`src/common/fcc_defs.svh`:
```
// register map, field positions, reset values and timing figures of the flash command controller
`ifndef FCC_DEFS_SVH
`define FCC_DEFS_SVH
`define FCC_ADR_STATUS  32'hFFFFF800
`define FCC_ADR_MODE    32'hFFFFF804
`define FCC_ADR_CMD     32'hFFFFF808
`define FCC_ADR_DATA    32'hFFFFF80C
`define FCC_ADR_ADDR    32'hFFFFF810
`define FCC_ADR_SIGN    32'hFFFFF818
`define FCC_ST_IRQ      3
`define FCC_ST_BUSY     2
`define FCC_ST_FAIL     1
`define FCC_ST_PASS     0
`define FCC_STATUS_RST  8'h20
`define FCC_MD_KEYEN    6
`define FCC_MD_KEYB5    5
`define FCC_MD_IRQEN    4
`define FCC_MD_WREN     3
`define FCC_MODE_RST    16'h0000
`define FCC_CMD_RST     8'h07
`define FCC_ADDR_RST    16'h0000
`define FCC_DATA_RST    16'h0000
`define FCC_SIGN_RST    24'hFFFFFF
`define FCC_MASS_DAT    16'h3CFF
`define FCC_MASS_ADR    16'hFFC3
`define FCC_PERM_KEY    32'hDEADDEAD
`define FCC_CLK_MHZ     20
`define FCC_WRITE_US    50
`define FCC_ERWR_US     24000
`define FCC_MASS_US     2480000
`define FCC_SIGN_CYC    32778
`define FCC_RESP_OKAY   2'b00
`define FCC_RESP_SLVERR 2'b10
`endif

```
`src/common/fcc_pkg.sv`:
```
// types of the flash command controller
package fcc_pkg;
    typedef enum logic [7:0] {
        FCC_NULL  = 8'h00,
        FCC_READ  = 8'h01,
        FCC_WRITE = 8'h02,
        FCC_ERWR  = 8'h03,
        FCC_VERIF = 8'h04,
        FCC_ERASE = 8'h05,
        FCC_MASS  = 8'h06,
        FCC_SIGN  = 8'h0B,
        FCC_PROT  = 8'h0C,
        FCC_PING  = 8'h0F
    } fcc_cmd_t;

    typedef enum logic [1:0] {
        FCC_IDLE = 2'b00,
        FCC_RUN  = 2'b01,
        FCC_SIGW = 2'b10
    } fcc_fsm_t;

    // bus slave part of the state
    typedef struct packed {
        logic        awready;
        logic        wready;
        logic        bvalid;
        logic [1:0]  bresp;
        logic        arready;
        logic        rvalid;
        logic [1:0]  rresp;
        logic [31:0] rdata;
        logic        aw_hold;
        logic        w_hold;
        logic [31:0] awaddr;
        logic [31:0] wdata;
        logic [3:0]  wstrb;
    } fcc_bus_t;

    // array port towards the flash cells
    typedef struct packed {
        logic        req;
        logic [7:0]  op;
        logic [15:0] addr;
        logic [15:0] wdata;
    } fcc_arr_t;

    typedef struct packed {
        fcc_bus_t    bus;
        fcc_arr_t    arr;
        logic [3:0]  status;
        logic [15:0] mode;
        logic [7:0]  cmd;
        logic [15:0] data;
        logic [15:0] addr;
        logic [23:0] sign;
        logic [31:0] key;
        logic        key_set;
        logic        key_perm;
        fcc_fsm_t    fsm;
        logic [7:0]  op;
        logic [31:0] cnt;
    } fcc_state_t;
endpackage

```
`src/hdl/fcc_ctrl.sv`:
```
// flash command controller: axi4-lite registers, command sequencer and array port
`include "fcc_defs.svh"

module fcc_ctrl #(
    parameter int unsigned ERWR_CYC  = `FCC_ERWR_US * `FCC_CLK_MHZ,
    parameter int unsigned ERASE_CYC = `FCC_ERWR_US * `FCC_CLK_MHZ,
    parameter int unsigned MASS_CYC  = `FCC_MASS_US * `FCC_CLK_MHZ,
    parameter int unsigned SIGN_CYC  = `FCC_SIGN_CYC
) (
    input  wire logic        aclk,
    input  wire logic        aresetn,
    input  wire logic [31:0] awaddr,
    input  wire logic        awvalid,
    output logic             awready,
    input  wire logic [31:0] wdata,
    input  wire logic [3:0]  wstrb,
    input  wire logic        wvalid,
    output logic             wready,
    output logic [1:0]       bresp,
    output logic             bvalid,
    input  wire logic        bready,
    input  wire logic [31:0] araddr,
    input  wire logic        arvalid,
    output logic             arready,
    output logic [31:0]      rdata,
    output logic [1:0]       rresp,
    output logic             rvalid,
    input  wire logic        rready,
    output logic             arr_req,
    output logic [7:0]       arr_op,
    output logic [15:0]      arr_addr,
    output logic [15:0]      arr_wdata,
    input  wire logic [15:0] arr_rdata
);
    localparam int unsigned WRITE_CYC = `FCC_WRITE_US * `FCC_CLK_MHZ;

    if (ERWR_CYC < 2 || ERASE_CYC < 2 || MASS_CYC < 2 || SIGN_CYC < 2)
    begin : g_chk
        $error("fcc_ctrl: operation lengths must be at least 2 cycles");
    end

    fcc_pkg::fcc_state_t r;
    fcc_pkg::fcc_state_t s;
    logic                fin_pass;
    logic                fin_fail;
    logic                go;
    logic [7:0]          go_code;

    // =========================================================
    // helpers
    function automatic logic [31:0] merge(input logic [31:0] old, input logic [31:0] nw, input logic [3:0] be);
        logic [31:0] res;
        res = old;
        for (int i = 0; i < 4; i++)
        begin
            if (be[i])
                res[i*8 +: 8] = nw[i*8 +: 8];
        end
        return res;
    endfunction

    function automatic logic mapped(input logic [31:0] a);
        return a == `FCC_ADR_STATUS || a == `FCC_ADR_MODE || a == `FCC_ADR_CMD ||
               a == `FCC_ADR_DATA || a == `FCC_ADR_ADDR || a == `FCC_ADR_SIGN;
    endfunction

    // =========================================================
    // next state
    always_comb
    begin
        logic [31:0] m;
        logic        ok;
        m        = 32'h0000_0000;
        ok       = 1'b0;
        s        = r;
        fin_pass = 1'b0;
        fin_fail = 1'b0;
        go       = 1'b0;
        go_code  = 8'h00;
        s.arr.req = 1'b0;

        // write channel: address and data taken in either order
        if (awvalid && r.bus.awready)
        begin
            s.bus.aw_hold = 1'b1;
            s.bus.awaddr  = awaddr;
        end
        if (wvalid && r.bus.wready)
        begin
            s.bus.w_hold = 1'b1;
            s.bus.wdata  = wdata;
            s.bus.wstrb  = wstrb;
        end
        if (r.bus.bvalid && bready)
            s.bus.bvalid = 1'b0;
        if (r.bus.aw_hold && r.bus.w_hold && !r.bus.bvalid)
        begin
            s.bus.aw_hold = 1'b0;
            s.bus.w_hold  = 1'b0;
            s.bus.bvalid  = 1'b1;
            ok = mapped(r.bus.awaddr) && r.bus.awaddr != `FCC_ADR_STATUS && r.bus.awaddr != `FCC_ADR_SIGN;
            s.bus.bresp = ok ? `FCC_RESP_OKAY : `FCC_RESP_SLVERR;
            m = merge({16'h0000, r.mode}, r.bus.wdata, r.bus.wstrb);
            case (r.bus.awaddr)
                `FCC_ADR_MODE:
                    s.mode = m[15:0];
                `FCC_ADR_DATA:
                    s.data = 16'(merge({16'h0000, r.data}, r.bus.wdata, r.bus.wstrb));
                `FCC_ADR_ADDR:
                    s.addr = 16'(merge({16'h0000, r.addr}, r.bus.wdata, r.bus.wstrb));
                `FCC_ADR_CMD:
                begin
                    // a command written while busy is dropped; the sequencer owns the register then
                    if (r.bus.wstrb[0] && r.fsm == fcc_pkg::FCC_IDLE)
                    begin
                        go      = 1'b1;
                        go_code = r.bus.wdata[7:0];
                        s.cmd   = go_code;
                    end
                end
                default:
                    s.mode = r.mode;
            endcase
        end

        // read channel; a status read clears the sticky flags
        if (r.bus.rvalid && rready)
            s.bus.rvalid = 1'b0;
        if (arvalid && r.bus.arready)
        begin
            s.bus.rvalid = 1'b1;
            s.bus.rresp  = mapped(araddr) ? `FCC_RESP_OKAY : `FCC_RESP_SLVERR;
            case (araddr)
                `FCC_ADR_STATUS:
                begin
                    s.bus.rdata = {24'h000000, `FCC_STATUS_RST | {4'h0, r.status}};
                    s.status[`FCC_ST_IRQ]  = 1'b0;
                    s.status[`FCC_ST_FAIL] = 1'b0;
                    s.status[`FCC_ST_PASS] = 1'b0;
                end
                `FCC_ADR_MODE:
                    s.bus.rdata = {16'h0000, r.mode};
                `FCC_ADR_CMD:
                    s.bus.rdata = {24'h000000, r.cmd};
                `FCC_ADR_DATA:
                    s.bus.rdata = {16'h0000, r.data};
                `FCC_ADR_ADDR:
                    s.bus.rdata = {16'h0000, r.addr};
                `FCC_ADR_SIGN:
                    s.bus.rdata = {8'h00, r.sign};
                default:
                    s.bus.rdata = 32'h0000_0000;
            endcase
        end

        // command start
        if (go)
        begin
            s.op      = go_code;
            s.arr.op  = go_code;
            s.arr.addr  = r.addr;
            s.arr.wdata = r.data;
            case (go_code)
                fcc_pkg::FCC_NULL:
                    s.cmd = `FCC_CMD_RST;
                fcc_pkg::FCC_READ, fcc_pkg::FCC_VERIF:
                begin
                    s.arr.req = 1'b1;
                    s.fsm     = fcc_pkg::FCC_RUN;
                    s.cnt     = 32'h0000_0000;
                end
                fcc_pkg::FCC_WRITE, fcc_pkg::FCC_ERWR, fcc_pkg::FCC_ERASE, fcc_pkg::FCC_MASS:
                begin
                    if (!r.mode[`FCC_MD_WREN] || (go_code == fcc_pkg::FCC_MASS &&
                        (r.data != `FCC_MASS_DAT || r.addr != `FCC_MASS_ADR)))
                        fin_fail = 1'b1;
                    else
                    begin
                        s.arr.req = 1'b1;
                        s.fsm     = fcc_pkg::FCC_RUN;
                        case (go_code)
                            fcc_pkg::FCC_WRITE:
                                s.cnt = WRITE_CYC - 1;
                            fcc_pkg::FCC_ERWR:
                                s.cnt = ERWR_CYC - 1;
                            fcc_pkg::FCC_ERASE:
                                s.cnt = ERASE_CYC - 1;
                            default:
                            begin
                                s.cnt      = MASS_CYC - 1;
                                s.key_set  = 1'b0;
                                s.key_perm = 1'b0;
                            end
                        endcase
                    end
                end
                fcc_pkg::FCC_SIGN:
                begin
                    s.fsm      = fcc_pkg::FCC_SIGW;
                    s.cnt      = SIGN_CYC - 1;
                    s.sign     = 24'h000000;
                    s.arr.req  = 1'b1;
                    s.arr.addr = 16'h0000;
                end
                fcc_pkg::FCC_PROT:
                begin
                    // the key is stored once; a permanent key locks it until a mass erase clears it
                    if (r.mode[`FCC_MD_KEYEN] && !r.mode[`FCC_MD_KEYB5] &&
                        (!r.key_set || (!r.key_perm && {r.addr, r.data} == r.key)))
                    begin
                        s.key      = {r.addr, r.data};
                        s.key_set  = 1'b1;
                        s.key_perm = {r.addr, r.data} == `FCC_PERM_KEY;
                        s.arr.req  = 1'b1;
                        s.fsm      = fcc_pkg::FCC_RUN;
                        s.cnt      = WRITE_CYC - 1;
                    end
                    else
                        fin_fail = 1'b1;
                end
                fcc_pkg::FCC_PING:
                    fin_pass = 1'b1;
                default:
                    s.op = r.op;
            endcase
        end

        // running operations
        case (r.fsm)
            fcc_pkg::FCC_RUN:
            begin
                if (r.cnt == 32'h0000_0000)
                begin
                    s.fsm = fcc_pkg::FCC_IDLE;
                    if (r.op == fcc_pkg::FCC_READ)
                        s.data = arr_rdata;
                    if (r.op == fcc_pkg::FCC_VERIF && arr_rdata != r.data)
                        fin_fail = 1'b1;
                    else
                        fin_pass = 1'b1;
                end
                else
                    s.cnt = r.cnt - 32'h0000_0001;
            end
            fcc_pkg::FCC_SIGW:
            begin
                // data of the current address arrives each cycle while the walk runs
                s.sign     = {r.sign[22:0], r.sign[23]} ^ {8'h00, arr_rdata};
                s.arr.req  = r.cnt != 32'h0000_0000;
                s.arr.addr = r.arr.addr + 16'h0001;
                if (r.cnt == 32'h0000_0000)
                begin
                    s.fsm    = fcc_pkg::FCC_IDLE;
                    fin_pass = 1'b1;
                end
                else
                    s.cnt = r.cnt - 32'h0000_0001;
            end
            default:
                s.fsm = s.fsm;
        endcase

        // completion events win over a clearing status read in the same cycle
        if (fin_pass || fin_fail)
        begin
            if (fin_pass)
                s.status[`FCC_ST_PASS] = 1'b1;
            if (fin_fail)
                s.status[`FCC_ST_FAIL] = 1'b1;
            if (r.mode[`FCC_MD_IRQEN])
                s.status[`FCC_ST_IRQ] = 1'b1;
            if ((go ? go_code : r.op) <= fcc_pkg::FCC_MASS)
                s.cmd = `FCC_CMD_RST;
        end
        s.status[`FCC_ST_BUSY] = s.fsm != fcc_pkg::FCC_IDLE;

        s.bus.awready = !s.bus.aw_hold && !s.bus.bvalid;
        s.bus.wready  = !s.bus.w_hold && !s.bus.bvalid;
        s.bus.arready = !s.bus.rvalid;
    end

    // =========================================================
    // state register
    always_ff @(posedge aclk)
    begin
        if (!aresetn)
        begin
            r        <= '0;
            r.mode   <= `FCC_MODE_RST;
            r.cmd    <= `FCC_CMD_RST;
            r.addr   <= `FCC_ADDR_RST;
            r.data   <= `FCC_DATA_RST;
            r.sign   <= `FCC_SIGN_RST;
            r.fsm    <= fcc_pkg::FCC_IDLE;
        end
        else
            r <= s;
    end

    assign awready   = r.bus.awready;
    assign wready    = r.bus.wready;
    assign bvalid    = r.bus.bvalid;
    assign bresp     = r.bus.bresp;
    assign arready   = r.bus.arready;
    assign rvalid    = r.bus.rvalid;
    assign rresp     = r.bus.rresp;
    assign rdata     = r.bus.rdata;
    assign arr_req   = r.arr.req;
    assign arr_op    = r.arr.op;
    assign arr_addr  = r.arr.addr;
    assign arr_wdata = r.arr.wdata;

    logic st_rd;
    assign st_rd = arvalid && arready && araddr == `FCC_ADR_STATUS;
endmodule

```
`config.mk`:
```
export PLATFORM = sky130hd
export DESIGN_NAME = fcc_ctrl
export DESIGN_NICKNAME = d
export VERILOG_FILES = /design/src/common/fcc_pkg.sv /design/src/hdl/fcc_ctrl.sv
export VERILOG_INCLUDE_DIRS = /design/src /design/src/common
export SDC_FILE = /design/constraint.sdc
export NUM_CORES = 1
export LEC_CHECK = 0
export ABC_AREA = 1
export ABC_CLOCK_PERIOD_IN_PS = 2750
export BUFFER_PORTS_ARGS = -buffer_cell sky130_fd_sc_hd__buf_4
export CELL_PAD_IN_SITES_DETAIL_PLACEMENT = 1
export CELL_PAD_IN_SITES_GLOBAL_PLACEMENT = 1
export CORE_MARGIN = 8
export CORE_UTILIZATION = 40
export DETAILED_ROUTE_END_ITERATION = 10
export GPL_ROUTABILITY_DRIVEN = 0
export GPL_TIMING_DRIVEN = 0
export PLACE_DENSITY = 0.87
export RECOVER_POWER = 25
export SLEW_MARGIN = 40
export SYNTH_ARGS = -nofsm -noshare
export SYNTH_HDL_FRONTEND = slang
export SYNTH_SLANG_ARGS = --single-unit
```
`constraint.sdc`:
```
create_clock -name aclk -period 2.75 [get_ports aclk]
set_clock_uncertainty 0.15 [all_clocks]
set_input_delay 0.4125 -clock aclk [delete_from_list [all_inputs] [get_ports aclk]]
set_output_delay 0.4125 -clock aclk [all_outputs]
set_load 0.03 [all_outputs]
```
Word level (Yosys, flattened, before mapping). Cells that the tools add are included.

Equality and inequality tests: 35. Reductions and logical operators: 63. Mux-type cells: 80. Bitwise logic cells: 1. $add $sub $neg: 2. Order comparisons: 1.

Operator list (count): $eq A32 B32 Y1 const B (13); $mux W32 (5); $pmux W24 S6 (1); $pmux W32 S4 (1); $mux W8 (15); $mux W16 (7); $mux W100 (1); $ne A32 B32 Y1 const B (2); $pmux W26 S2 (1); $mux W24 (2); $mux W41 (1); $mux W40 (1); $mux W36 (1); $mux W35 (1); $eq A32 B32 Y1 (1); $eq A8 B3 Y1 const B (4); $logic_not A32 Y1 (1); $reduce_bool A32 Y1 (1); $sub A32 B1 Y32 const B (1); $mux W1 (27); $eq A8 B4 Y1 const B (3); $xor A24 B16 Y24 (1); $mux W2 (9); $logic_and A1 B1 Y1 (17); 28 further kinds (65).

Register bits: 294. Bits of input ports: 123.

Depth between registers and ports, before layout. Gate-level depths: netlist of run 1.

Depth in word-level cells: 16. Gate-level depth with buffers: 20. Gate-level depth less buffers: 19.

Least setup slack after synthesis of run 1. OpenSTA, ideal clock, no wires.

Path kind: reg-to-reg. Start point: register r (netlist bit bvalid). End point: register r[10] in the netlist's numbering. Path buffers: 2. Required time: 2.483 ns. Slack: 0.424 ns. Cell stages (with the launch flop): 16. Period minus slack after synthesis: 2.326 ns. Arrival time: 2.059 ns. Cell sequence: dfxtp_1 > nor2_1 > nand2_1 > buf_2 > nor2_1 > nand4_1 > nand2_1 > nor2_2 > nand3b_1 > nand2_1 > nor2_1 > nand2_1 > nand2_2 > buf_6 > a21oi_1 > nor2_1.

Word-level cells in the longest chain between the ends: 11. Elaborated cells on any way between the ends: 23. Classes of those cells: 8 x eq/ne; 8 x mux; 7 x reduce/logical.

RTL lines: start: declaration (line fcc_ctrl.sv:42) `fcc_pkg::fcc_state_t r;`; start signal: assignment (line fcc_ctrl.sv:297) `r <= s;`; $logic_not A1 Y1 (*) (line fcc_ctrl.sv:96) `if (r.bus.aw_hold && r.bus.w_hold && !r.bus.bvalid)`; $logic_and A1 B1 Y1 (*) (line fcc_ctrl.sv:96); $mux W8 (line fcc_ctrl.sv:96); $eq A8 B2 Y1, or another cell as far along (line fcc_ctrl.sv:163, fcc_ctrl.sv:181); $reduce_or A2 Y1 (no source line) or $logic_and A1 B1 Y1 (tied branches); $pmux W26 S2 or $logic_or A1 B1 Y1 (tied branches) (line fcc_ctrl.sv:181, fcc_ctrl.sv:174); $mux W32 (line fcc_ctrl.sv:174) `` if (!r.mode[`FCC_MD_WREN] || (go_code == fcc_pkg::FCC_MASS && ``; $pmux W32 S4 (line fcc_ctrl.sv:163) `case (go_code)`; $mux W100 (*) (line fcc_ctrl.sv:157) `if (go)`; $mux W32 (line fcc_ctrl.sv:232, fcc_ctrl.sv:251); $mux W32 (*).

Mark *: on every way between the ends. The rest lies on a longest branch, timed or not. The select of a mux whose other input is x is not followed. A chain may end at the register's enable or synchronous reset.

Final worst setup path of run 1.
Start point: register r[263] in the netlist's numbering. End point: register r[10] in the netlist's numbering.

Word-level cells in the longest chain between the ends: 11. Elaborated cells on any way between the ends: 24. Classes of those cells: 9 x eq/ne; 10 x mux; 5 x reduce/logical.

RTL lines: $eq A32 B32 Y1 (*) (line fcc_ctrl.sv:104) `case (r.bus.awaddr)`; $mux W8 (line fcc_ctrl.sv:104); $mux W8 (line fcc_ctrl.sv:96); $eq A8 B2 Y1, or another cell as far along (line fcc_ctrl.sv:163, fcc_ctrl.sv:181); $reduce_or A2 Y1 (no source line) or $logic_and A1 B1 Y1 (tied branches); $pmux W26 S2 or $logic_or A1 B1 Y1 (tied branches) (line fcc_ctrl.sv:181, fcc_ctrl.sv:174); $mux W32 (line fcc_ctrl.sv:174); $pmux W32 S4 (line fcc_ctrl.sv:163); $mux W100 (*) (line fcc_ctrl.sv:157); $mux W32 (line fcc_ctrl.sv:232, fcc_ctrl.sv:251); $mux W32 (*).

Marks and branches as above.

==> qor.yml, run 1 <==
status: "complete, but fails checks"
violations: "negative setup slack"
grt-ovfl-total: 0
yosysSeqAreaShare_pct: 37.5
finish.utilization_pct: 49.9
syn_inst: 2175
setup_viol: 5
drtIter0Drc: 1292
crit_type: "reg -> reg"
routedWlPerCell_um: 20.8
first_pass_iters: 5
viasPerCell: 5.58
reg2regPathDepth: 17
r2r_start: "r[263]$_SDFFE_PN0P_"
numClockSinks: 284
r2r-end: "r[10]$_SDFF_PN0_"
tns_ns: -0.0425
core_area_mm2: 0.0375
period_minus_slack_ns: 2.77
crit_top_cell: "nand2_1"
area_growth_pct: 23.3
clk_pin_slew_worst_paths_ns: 0.06
yosys_warnings: 0
async_flop_share_pct: 0
critPathTopFamily: "simple AND/OR/NAND/NOR gates"
cp.arrival_ns: 3.04
grt_first_pass_wirelength_um: 93800
hold_depth: 3
cts_root_buf: "clkbuf_16"
p_per_area_mw_per_mm2: 504
worstPathRequired_ns: 3.02
portBuffers: 175
finalCritPeriodShare_pct: 101
track_usage_pct: 26.3
p_sw_mw: 2.36
synth_edf_count: 0
worst_pin_slew_ns: 0.943
cts_buffers: 35
crit_path_top_delay_cell: "dfxtp_1"
nets: 2562
crit_path_cell_trace: "nand2_1, nor2_1, nand2_2, nor2_4, nand4_1, buf_4, nor2_1, nand2_1, nand2_1, nand2_1, nand2_4, inv_2, nand2_1, nand2_2, buf_6, a21oi_1, nor2_1"
n_antenna_cell: 0
peakVddDrop_mv: 0.329
pwr-share-seq_pct: 45.1
cts_max_level: 2
die-area_mm2: 0.0444
cp_slowest_stage_delay_ns: 0.34
setup_ws_ns: -0.0190
report.final.slew_viol_count: 0
drv_cap: 0
max_freq_ghz: 0.361
switching_share_pct: 25.0
synth-main-ff-cell: "dfxtp_1"
hold_end: "r[213]$_SDFFE_PN0P_"
p_total_mw: 9.44
syn_avg_cell_area_um2: 6.98
io_pins: 205
cp_num_buf_inv: 3
drive_gt1_share_pct: 18.4
clock_latency_ns: 0.53
die_h_um: 211
ff2ff_setup_slack_ns: -0.02
crit_fanout: 10
p_leak_nw: 8.08
cts.path.max_buffers: 3
internal_power_mw: 7.08
first_global_vias: 17000
drc: 0
pwr-share-clk_pct: 48.1
hold_viol_final: 0
initial_utilization_pct: 40.5
critPathLaunchType: "flip-flop"
p_comb_share_pct: 6.8
hp-class: "in -> reg"
place_ws_ns: -0.313
wirelength_um: 61700
vias: 16600
max_slew_margin_pct: 37.1
hold_start: "wdata[8]"
dpl.hpwl_um: 46000
grt_antenna_before_repair: 0
rows: 71
cts_tree: "done"
ys_seq_elements: 284
die_x_um: 211
hold_ws_ns: 0.00838
synth_cell_types: 57
synthesis.area_mm2: 0.0152
end_kind: "flip-flop"
grt_max_degree: 13
detail-route-antenna-nets: 0
stage by stage:
stage	cell area [µm²]	cells
floorplan	15200	2184
detailed placement	17200	2870
finish	18700	2966
global route	18700	2966
global placement	17200	2870
CTS	18500	2943
sequential cells by signal, indices dropped and copies added, names as in the netlist:
| name | cells |
|---|---|
| r | 212 |
| wready | 1 |
| rresp | 1 |
| arr_addr | 16 |
| arready | 1 |
| bvalid | 1 |
| rdata | 24 |
| arr_req | 1 |
| arr_op | 8 |
| awready | 1 |
| bresp | 1 |
| arr_wdata | 16 |
| rvalid | 1 |
placed cells by master, fill, tap and decap left out, types with 15 or more instances in the layout:
cell / Yosys / routed
nor2_2: 11 / 24
nand2_1: 322 / 312
nor2_4: 7 / 20
buf_6: 7 / 15
xor2_1: 25 / 25
o21a_1: 19 / 19
buf_4: 80 / 211
nand2_2: 17 / 23
xnor2_1: 18 / 18
dfxtp_1: 284 / 273
o22ai_1: 17 / 17
nor3_1: 41 / 38
inv_2: 11 / 17
clkbuf_1: 59 / 119
nor2_1: 267 / 241
a21oi_1: 201 / 199
inv_1: 252 / 245
clkbuf_16: 0 / 36
nand4_1: 69 / 69
nand3_1: 86 / 82
o211ai_1: 40 / 40
o21ai_1: 14 / 16
o21ai_0: 191 / 189
tightest hold or removal path, delay by kind of cell:
family | cells | cell delay (ns)
buffers and inverters | 1 | 0.08
and+or+nand+nor | 1 | 0.08
AOI/OAI and AO/OA | 1 | 0.08
power by group through the flow:
stage                     registers (mW)  logic, mW  clock network [mW]
after floorplan                     4.32      0.321                   0
after global placement              4.34      0.587                   0
after detailed placement            4.34      0.608                   0
after CTS                           4.25      0.628                4.57
after global routing                4.26      0.696                4.75
final                               4.26      0.641                4.54
cell families (layout without fill, tap and decap cells):
family                     after synthesis  count (layout)  synth area share [%]
and+or+nand+nor                        864             865                  26.0
AOI/OAI and AO/OA                      539             539                  20.2
buffers and inverters                  438             708                  13.4
DFF                                    284             284                  37.5
xor gates and xnor gates                43              43                  2.48
adders and majority gates                6               6                 0.495
other                                    1              10                0.0247
routing by layer:
metal  global-route usage, %  up-vias  routed length [µm]
li1                        -     7683                   -
met1                    31.0     8029               24300
met2                    45.0      668               29800
met3                    4.69      173                4340
met4                    14.1        0                3330
met5                       0        -                   0
worst max-delay path by stage:
stage,start,to,cells after the start
finish,r[263]$_SDFFE_PN0P_,r[10]$_SDFF_PN0_,17
floorplan,bvalid$_SDFF_PN0_,r[10]$_SDFF_PN0_,15
detailed placement,araddr[16],rdata[14]$_SDFFE_PN0P_,10
global route,r[263]$_SDFFE_PN0P_,r[21]$_SDFF_PN0_,17
global placement,araddr[16],rdata[14]$_SDFFE_PN0P_,10
CTS,r[40]$_SDFF_PN0_,r[71]$_SDFFE_PN0P_,13
what timing repair did:
| action | CTS | global route |
|---|---|---|
| buffers inserted | 2 | 22 |
| hold buffers | 12 | 0 |
| setup endpoints to repair | 107 | 150 |
| endpoints found under the hold margin | 12 | 0 |
| pin swaps | 2 | 23 |
| cloned | 0 | 2 |
| gates resized for setup | 27 | 97 |
area by class of cell:
class                           instances  area (µm²)
Fill cell                            4882       18800
Multi-Input combinational cell       1463        7780
Sequential cell                       284        5700
Timing Repair Buffer                  212        1390
Buffer                                171        1100
Clock buffer                           50        1010
Inverter                              266        1000
Tap cell                              511         639
Clock inverter                          9        91.3
cells in the mapped netlist (5+ instances only):
| cell | n | area (µm²) |
|---|---|---|
| buf_1 | 7 | 26.3 |
| inv_1 | 252 | 946 |
| nand4_1 | 69 | 432 |
| nand3_2 | 6 | 60.1 |
| a211oi_1 | 8 | 60.1 |
| buf_2 | 18 | 90.1 |
| nand2_2 | 17 | 106 |
| nor2_4 | 7 | 78.8 |
| buf_4 | 80 | 601 |
| buf_6 | 7 | 78.8 |
| o21ai_1 | 14 | 70.1 |
| o21ai_0 | 191 | 956 |
| xor2_1 | 25 | 219 |
| a21oi_1 | 201 | 1010 |
| inv_2 | 11 | 41.3 |
| o21a_1 | 19 | 143 |
| clkbuf_1 | 59 | 221 |
| xnor2_1 | 18 | 158 |
| nor2_2 | 11 | 68.8 |
| nand2_1 | 322 | 1210 |
| ha_1 | 6 | 75.1 |
| dfxtp_1 | 284 | 5690 |
| nor4_1 | 13 | 81.3 |
| nor3_1 | 41 | 205 |
| a21boi_0 | 5 | 37.5 |
| a221o_1 | 6 | 60.1 |
| o22ai_1 | 17 | 106 |
| nor2_1 | 267 | 1000 |
| a31oi_1 | 12 | 75.1 |
| o211ai_1 | 40 | 300 |
| nand3_1 | 86 | 430 |
| o221ai_1 | 6 | 52.6 |
(Power assumes the default switching activity.)
==> inputs of run 2 (changes only) <==
- ABC_CLOCK_PERIOD_IN_PS: 2750 -> 2900
- clock period: 2.75 -> 2.9 ns (I/O delays scaled with it)
==> run 2 against run 1 <==
The run ends with design-rule violations left. Fmax down 4.4%. Power shrank 5.5%. Non-clock buffer count decreased by 31. Critical endpoint is now r[42]$_SDFFE_PN0P_.
==> qor.yml, run 2 (synthesized netlist as in run 1, its figures left out) <==
status: "complete, but fails checks"
violations: "design-rule violations"
largest_reg_flops: 212  # unchanged
cts_root_buf: "clkbuf_16"
p_per_area_mw_per_mm2: 489  # -3.0%
crit_path_top_delay_cell: "dfxtp_1"
portBuffers: 175  # unchanged
grt_first_pass_wirelength_um: 93300  # -0.55%
p_comb_share_pct: 6.5  # -0.3 points
period_minus_slack_ns: 2.90  # +0.128 ns
numClockSinks: 284  # unchanged
switching_share_pct: 24.8  # -0.13 points
viasPerCell: 5.55  # -0.47%
layout_common_cells: "nand2_1, dfxtp_1, nor2_1, inv_1, a21oi_1"
fillers: 4915  # +0.68%
stdcell_count: 2934  # -1.1%
hp-class: "in -> reg"
cp_slowest_stage_delay_ns: 0.46  # +0.12 ns
reg2regPathDepth: 15  # -2
crit_top_cell: "nand2_1"
cts.path.max_buffers: 3  # unchanged
die-area_mm2: 0.0444  # unchanged
core_area_mm2: 0.0375  # unchanged
peakVddDrop_mv: 0.319  # -3.1%
cts_buffers: 35  # unchanged
crit_end: "r[42]$_SDFFE_PN0P_"
detail-route-antenna-nets: 0  # unchanged
critPathLaunchType: "flip-flop"
track_usage_pct: 26.2  # -0.12 points
dpl.hpwl_um: 46000  # unchanged
pwr-share-clk_pct: 48.2  # about the same
report.final.slew_viol_count: 0  # unchanged
worstPathRequired_ns: 3.20  # +0.18 ns
first_global_vias: 16900  # -0.67%
crit_path_cell_trace: "inv_2, nand2_1, nand4_1, nor3_1, nand2_1, nor2_1, nand2_1, nand2_1, nand2_2, inv_1, nand2_1, buf_4, inv_2, nand2_1, a21oi_1"
clk_pin_slew_worst_paths_ns: 0.06  # about the same
end_kind: "flip-flop"
io_pins: 205  # unchanged
cp_num_buf_inv: 4  # +1
tns_ns: 0  # +0.0425 ns
max_freq_ghz: 0.345  # -4.4%
internal_power_mw: 6.70  # -5.4%
ff_latch_area_mm2: 0.00569  # -0.18%
finalCritPeriodShare_pct: 99.9  # -0.80 points
p_leak_nw: 7.87  # -2.6%
multi_input_area_mm2: 0.00758  # -2.5%
critPathTopFamily: "simple AND/OR/NAND/NOR gates"
setup_viol: 0  # -5
initial_utilization_pct: 40.5  # unchanged
drv_cap: 0  # unchanged
max_slew_margin_pct: 38.9  # +1.8 points
nets: 2530  # -1.2%
first_pass_iters: 8  # +3
startpoint: "r[125]$_SDFF_PN0_"
n_antenna_cell: 0  # unchanged
r2r-end: "r[42]$_SDFFE_PN0P_"
place_inst: 2870  # unchanged
grt_max_degree: 13  # unchanged
placed_cell_area_mm2: 0.0172  # unchanged
ff2ff_setup_slack_ns: 0.003  # +0.02 ns
crit_type: "reg -> reg"
worst_pin_slew_ns: 0.916  # -0.0269 ns
p_total_mw: 8.92  # -5.5%
top_register: "r"
p_sw_mw: 2.21  # -6.1%
hold_ws_ns: 0.0136  # +0.00521 ns
rows: 71  # unchanged
layout_commonest_cell: "nand2_1"
routedWlPerCell_um: 20.4  # -2.1%
hold_viol_final: 0  # unchanged
worst-path-stages: 15  # -2
die_h_um: 211  # unchanged
pwr-share-seq_pct: 45.3  # +0.2 points
clock_latency_ns: 0.54  # about the same
die_x_um: 211  # unchanged
stdcell_area_mm2: 0.0182  # -2.7%
drive_gt1_share_pct: 15.9  # -2.5 points
vias: 16300  # -1.5%
drc: 1  # +1
crit_fanout: 10  # unchanged
grt_antenna_before_repair: 0  # unchanged
rsz0062_at_grt: "yes"
cp.arrival_ns: 3.20  # +0.16 ns
cts_max_level: 2  # unchanged
cts_tree: "done"
wirelength_um: 59800  # -3.1%
drtIter0Drc: 1232  # -4.6%
grt-ovfl-total: 0  # unchanged
area_growth_pct: 20.0
r2r_start: "r[125]$_SDFF_PN0_"
-- run 2: final cells by class --
| class | instances | area share, % |
|---|---|---|
| repair buffers | 180 | 6.14 |
| clock buffers | 50 | 5.56 |
| well taps | 511 | 3.51 |
| plain buffers | 172 | 5.95 |
| multi-input cells | 1462 | 41.6 |
| clock inverters | 9 | 0.501 |
| inverters | 266 | 5.48 |
| flip-flops and latches | 284 | 31.2 |
-- run 2: worst min path at each step --
| stage | slack [ns] | cells past startpoint | endpoint | from |
|---|---|---|---|---|
| floorplan | 0.25 | 1 | wready$_SDFF_PN0_ | r[269]$_SDFF_PN0_ |
| global placement | 0.27 | 1 | wready$_SDFF_PN0_ | r[269]$_SDFF_PN0_ |
| detailed placement | 0.28 | 1 | wready$_SDFF_PN0_ | r[269]$_SDFF_PN0_ |
| CTS | 0.002 | 3 | r[214]$_SDFFE_PN0P_ | wdata[9] |
| global route | 0.03 | 3 | r[260]$_SDFFE_PN0P_ | awaddr[23] |
| finish | 0.01 | 3 | r[268]$_SDFFE_PN0P_ | awaddr[31] |
-- run 2: tightest hold or removal path, stage by stage --
cell and delay [ns]:
buf_4 0.08, o21ai_0 0.07, nor2_1 0.08
-- run 2: what timing repair did --
item / CTS / global route
setup buffers: 0 / 5
endpoints found under the hold margin: 0 / 0
pin swaps: 0 / 5
hold buffers: 0 / 0
endpoints found under the setup margin: 22 / 133
gates resized for setup: 6 / 50
-- run 2: metrics by stage --
step	setup slack (ns)	utilization (%)
after floorplan	0.574	-
final	0.00325	48.6
after global placement	-0.0828	45.8
after global routing	-0.0274	48.6
after CTS	0.0467	48.8
after detailed placement	-0.186	45.8
-- run 2: layer usage --
metal  GRT usage (%)  part of all wire, %  vias up
li1                -                    -     7614
met1            31.0                   41     7881
met2            44.8                   47      626
met3            4.70                  6.3      177
met4            13.7                  5.5        0
met5               0                    0        -
-- run 2: power groups by stage --
| stage | registers, mW | clock network [mW] | logic, mW |
|---|---|---|---|
| final | 4.04 | 4.30 | 0.583 |
| after global routing | 4.04 | 4.50 | 0.635 |
| after CTS | 4.03 | 4.34 | 0.582 |
| after detailed placement | 4.12 | 0 | 0.576 |
| after global placement | 4.11 | 0 | 0.557 |
| after floorplan | 4.10 | 0 | 0.305 |
==> inputs of run 3 (changes only) <==
- ABC_AREA: 1 -> 0
- PLACE_DENSITY: 0.87 -> 0.85
- RECOVER_POWER: 25 -> 50
==> run 3 against run 2 <==
The flow finishes with violations (negative setup slack). Area after synthesis is 6.8% lower. Wire length is 2.1% higher. Design area is 1.1% lower. Critical path type unchanged. Largest cell class unchanged.
==> qor.yml, run 3 <==
peakVddDrop_mv: 0.439  # +38%
pwr-share-clk_pct: 45.3  # -2.9 points
grtUsageMet2_pct: 45.6  # +0.74 points
yosysTopAreaCell: "dfxtp_1"
max_slew_margin_pct: 42.8  # +3.8 points
report.final.slew_viol_count: 0  # unchanged
initial_utilization_pct: 40.2  # -0.32 points
synth_most_common_cell: "nand2_1"
synth_commonest_cells: "nand2_1, dfxtp_1, a21oi_1, nor2_1, clkbuf_1"
cts_max_level: 1  # -1
yosys_warnings: 0  # unchanged
worstPathRequired_ns: 3.20  # about the same
cp.arrival_ns: 3.37  # +0.17 ns
drc: 0  # -1
detail-route-antenna-nets: 0  # unchanged
cts.path.max_buffers: 3  # unchanged
grt_util_met3_pct: 4.88  # +0.18 points
first_global_vias: 15800  # -6.9%
setup_ws_ns: -0.164  # -0.168 ns
crit_path_top_delay_cell: "dfxtp_1"
die_h_um: 204  # -3.2%
crit_path_cell_trace: "xor2_1, nor4_1, nand4_1, buf_4, or3_4, o211a_1, o41a_1, a32o_1"
internal_power_mw: 6.50  # -3.0%
die_x_um: 204  # -3.2%
track_usage_pct: 27.5  # +1.3 points
grt_busiest_layer: "met2"
top_register: "r"
core_area_mm2: 0.0352  # -6.0%
hold_viol_final: 0  # unchanged
synthesis.area_mm2: 0.0142  # -6.8%
status: "complete, but fails checks"
nets: 2225  # -12%
wirelength_um: 61000  # +2.1%
p_sw_mw: 2.17  # -2.2%
cts_root_buf: "clkbuf_16"
grt_first_pass_wirelength_um: 91300  # -2.1%
global_route.usage.met1_pct: 34.5  # +3.6 points
period_minus_slack_ns: 3.06  # +0.168 ns
io_pins: 205  # unchanged
clk_pin_slew_worst_paths_ns: 0.06  # about the same
cts_tree: "done"
first_pass_iters: 8  # unchanged
n_antenna_cell: 0  # unchanged
portBuffers: 174  # -0.57%
ys_top_cells_by_area: "dfxtp_1, nand2_1, a21oi_1"
cts_buffers: 30  # -14%
die-area_mm2: 0.0417  # -6.3%
drv_cap: 0  # unchanged
async_flop_share_pct: 0  # unchanged
synth-main-ff-cell: "dfxtp_1"
synth_top_cell_area_share_pct: 40.2  # +2.7 points
multi_input_area_mm2: 0.00778  # +2.6%
grt_antenna_before_repair: 1  # +1
cp_slowest_stage_delay_ns: 0.52  # +0.06 ns
rsz0062_at_grt: "yes"
layout_commonest_cell: "nand2_1"
finalCritPeriodShare_pct: 106  # +5.8 points
yosysSeqAreaShare_pct: 40.2  # +2.7 points
p_per_area_mw_per_mm2: 481  # -1.7%
grt_max_degree: 16  # +3
fillers: 4253  # -13%
p_leak_nw: 7.19  # -8.7%
syn_avg_cell_area_um2: 7.80  # +12%
crit_fanout: 6  # -4
numClockSinks: 284  # unchanged
switching_share_pct: 25.0  # +0.14 points
syn_inst: 1815  # -17%
largest_reg_flops: 212  # unchanged
p_total_mw: 8.67  # -2.8%
drtIter0Drc: 1295  # +5.1%
drive_gt1_share_pct: 19.0  # +3.0 points
rows: 69  # -2.8%
setup_viol: 32  # +32
pwr-share-seq_pct: 46.1  # +0.8 points
place_ws_ns: -0.814  # -0.628 ns
viasPerCell: 5.97  # +7.4%
p_comb_share_pct: 8.6  # +2.1 points
synth_cell_types: 77  # +35%
finish.utilization_pct: 51.1  # +2.5 points
dpl.hpwl_um: 43400  # -5.6%
end_kind: "flip-flop"
ys_seq_elements: 284  # unchanged
violations: "negative setup slack"
vias: 15400  # -5.7%
hp-class: "in -> reg"
ff_latch_area_mm2: 0.00574  # +0.86%
grt-ovfl-total: 0  # unchanged
max_freq_ghz: 0.326  # -5.5%
crit_type: "reg -> reg"
clock_latency_ns: 0.57  # +0.03 ns
worst_pin_slew_ns: 0.859  # -0.0574 ns
layout_common_cells: "nand2_1, dfxtp_1, buf_4, a21oi_1, clkbuf_1"
area_growth_pct: 27.3
synth_edf_count: 0  # unchanged
tns_ns: -1.38  # -1.38 ns
critPathLaunchType: "flip-flop"
routedWlPerCell_um: 23.7  # +16%
ff2ff_setup_slack_ns: -0.16  # -0.17 ns
==> run 3: what timing repair did <==
| item | in CTS | in global routing |
|---|---|---|
| endpoints found under the hold margin | 49 | 0 |
| gates resized for setup | 86 | 65 |
| buffers inserted | 20 | 21 |
| endpoints found under the setup margin | 200 | 161 |
| hold buffers | 49 | 0 |
| pin swaps | 17 | 15 |
==> run 3: per-stage QoR <==
step                      instance area, µm²  cells  hold WS, ns
after floorplan                        14200   1824        0.276
after global placement                 16100   2459        0.290
after detailed placement               16100   2459        0.295
after CTS                              17900   2559       0.0221
after global routing                   18000   2577       0.0488
final                                  18000   2577       0.0451
==> run 3: logic make-up (layout without fill, tap and decap cells) <==
group                      Yosys count  in the layout  synth area share (%)
buffers and inverters              216            508                  7.85
muxes                               48             48                  3.41
other                                1             10                0.0265
DFF                                284            284                  40.2
AOI/OAI and AO/OA                  449            449                  18.9
xor gates and xnor gates            72             72                  4.46
and+or+nand+nor                    739            739                  24.6
adders and majority gates            6              6                 0.530
==> run 3: metal layers <==
layer  vias to the layer above  routed length, µm
met5                         -                 12
met4                         2               3070
li1                       6856                  -
met1                      7483              24100
met3                       210               5730
met2                       821              28100
==> run 3: cell type report <==
cell class / instances / share of cell area [%]
Clock buffer: 43 / 4.88
Buffer: 174 / 5.53
Clock inverter: 9 / 0.611
Timing Repair Buffer: 264 / 10.3
Inverter: 18 / 0.396
Multi-Input combinational cell: 1324 / 43.2
Sequential cell: 284 / 31.9
Tap cell: 461 / 3.20
==> run 3: critical path: cells and delay by family, from the launching register on <==
kind                   cells  cell delay, ns
AO/OA/AOI/OAI              3            0.91
XOR/XNOR                   1            0.14
buffers and inverters      1            0.19
flip-flops                 1            0.52
AND/OR/NAND/NOR            3            1.03
==> run 3: final timing paths <==
| check | start | end | cells after the start |
|---|---|---|---|
| worst max-delay path | r[105]$_SDFFE_PN0P_ | r[4]$_SDFF_PN0_ | 8 |
| worst min-delay path | rready | rvalid$_SDFF_PN0_ | 3 |
| worst max register to register | r[105]$_SDFFE_PN0P_ | r[4]$_SDFF_PN0_ | 8 |
| worst min register to register | rdata[16]$_SDFFE_PN0P_ | rdata[16]$_SDFFE_PN0P_ | 2 |
==> run 3: power groups by stage <==
stage,Sequential [mW],Clock (mW),Combinational [mW]
after detailed placement,4.08,0,0.632
after global placement,4.08,0,0.615
final,4.00,3.93,0.745
after global routing,4.00,4.11,0.792
after floorplan,4.07,0,0.335
after CTS,4.00,3.96,0.705
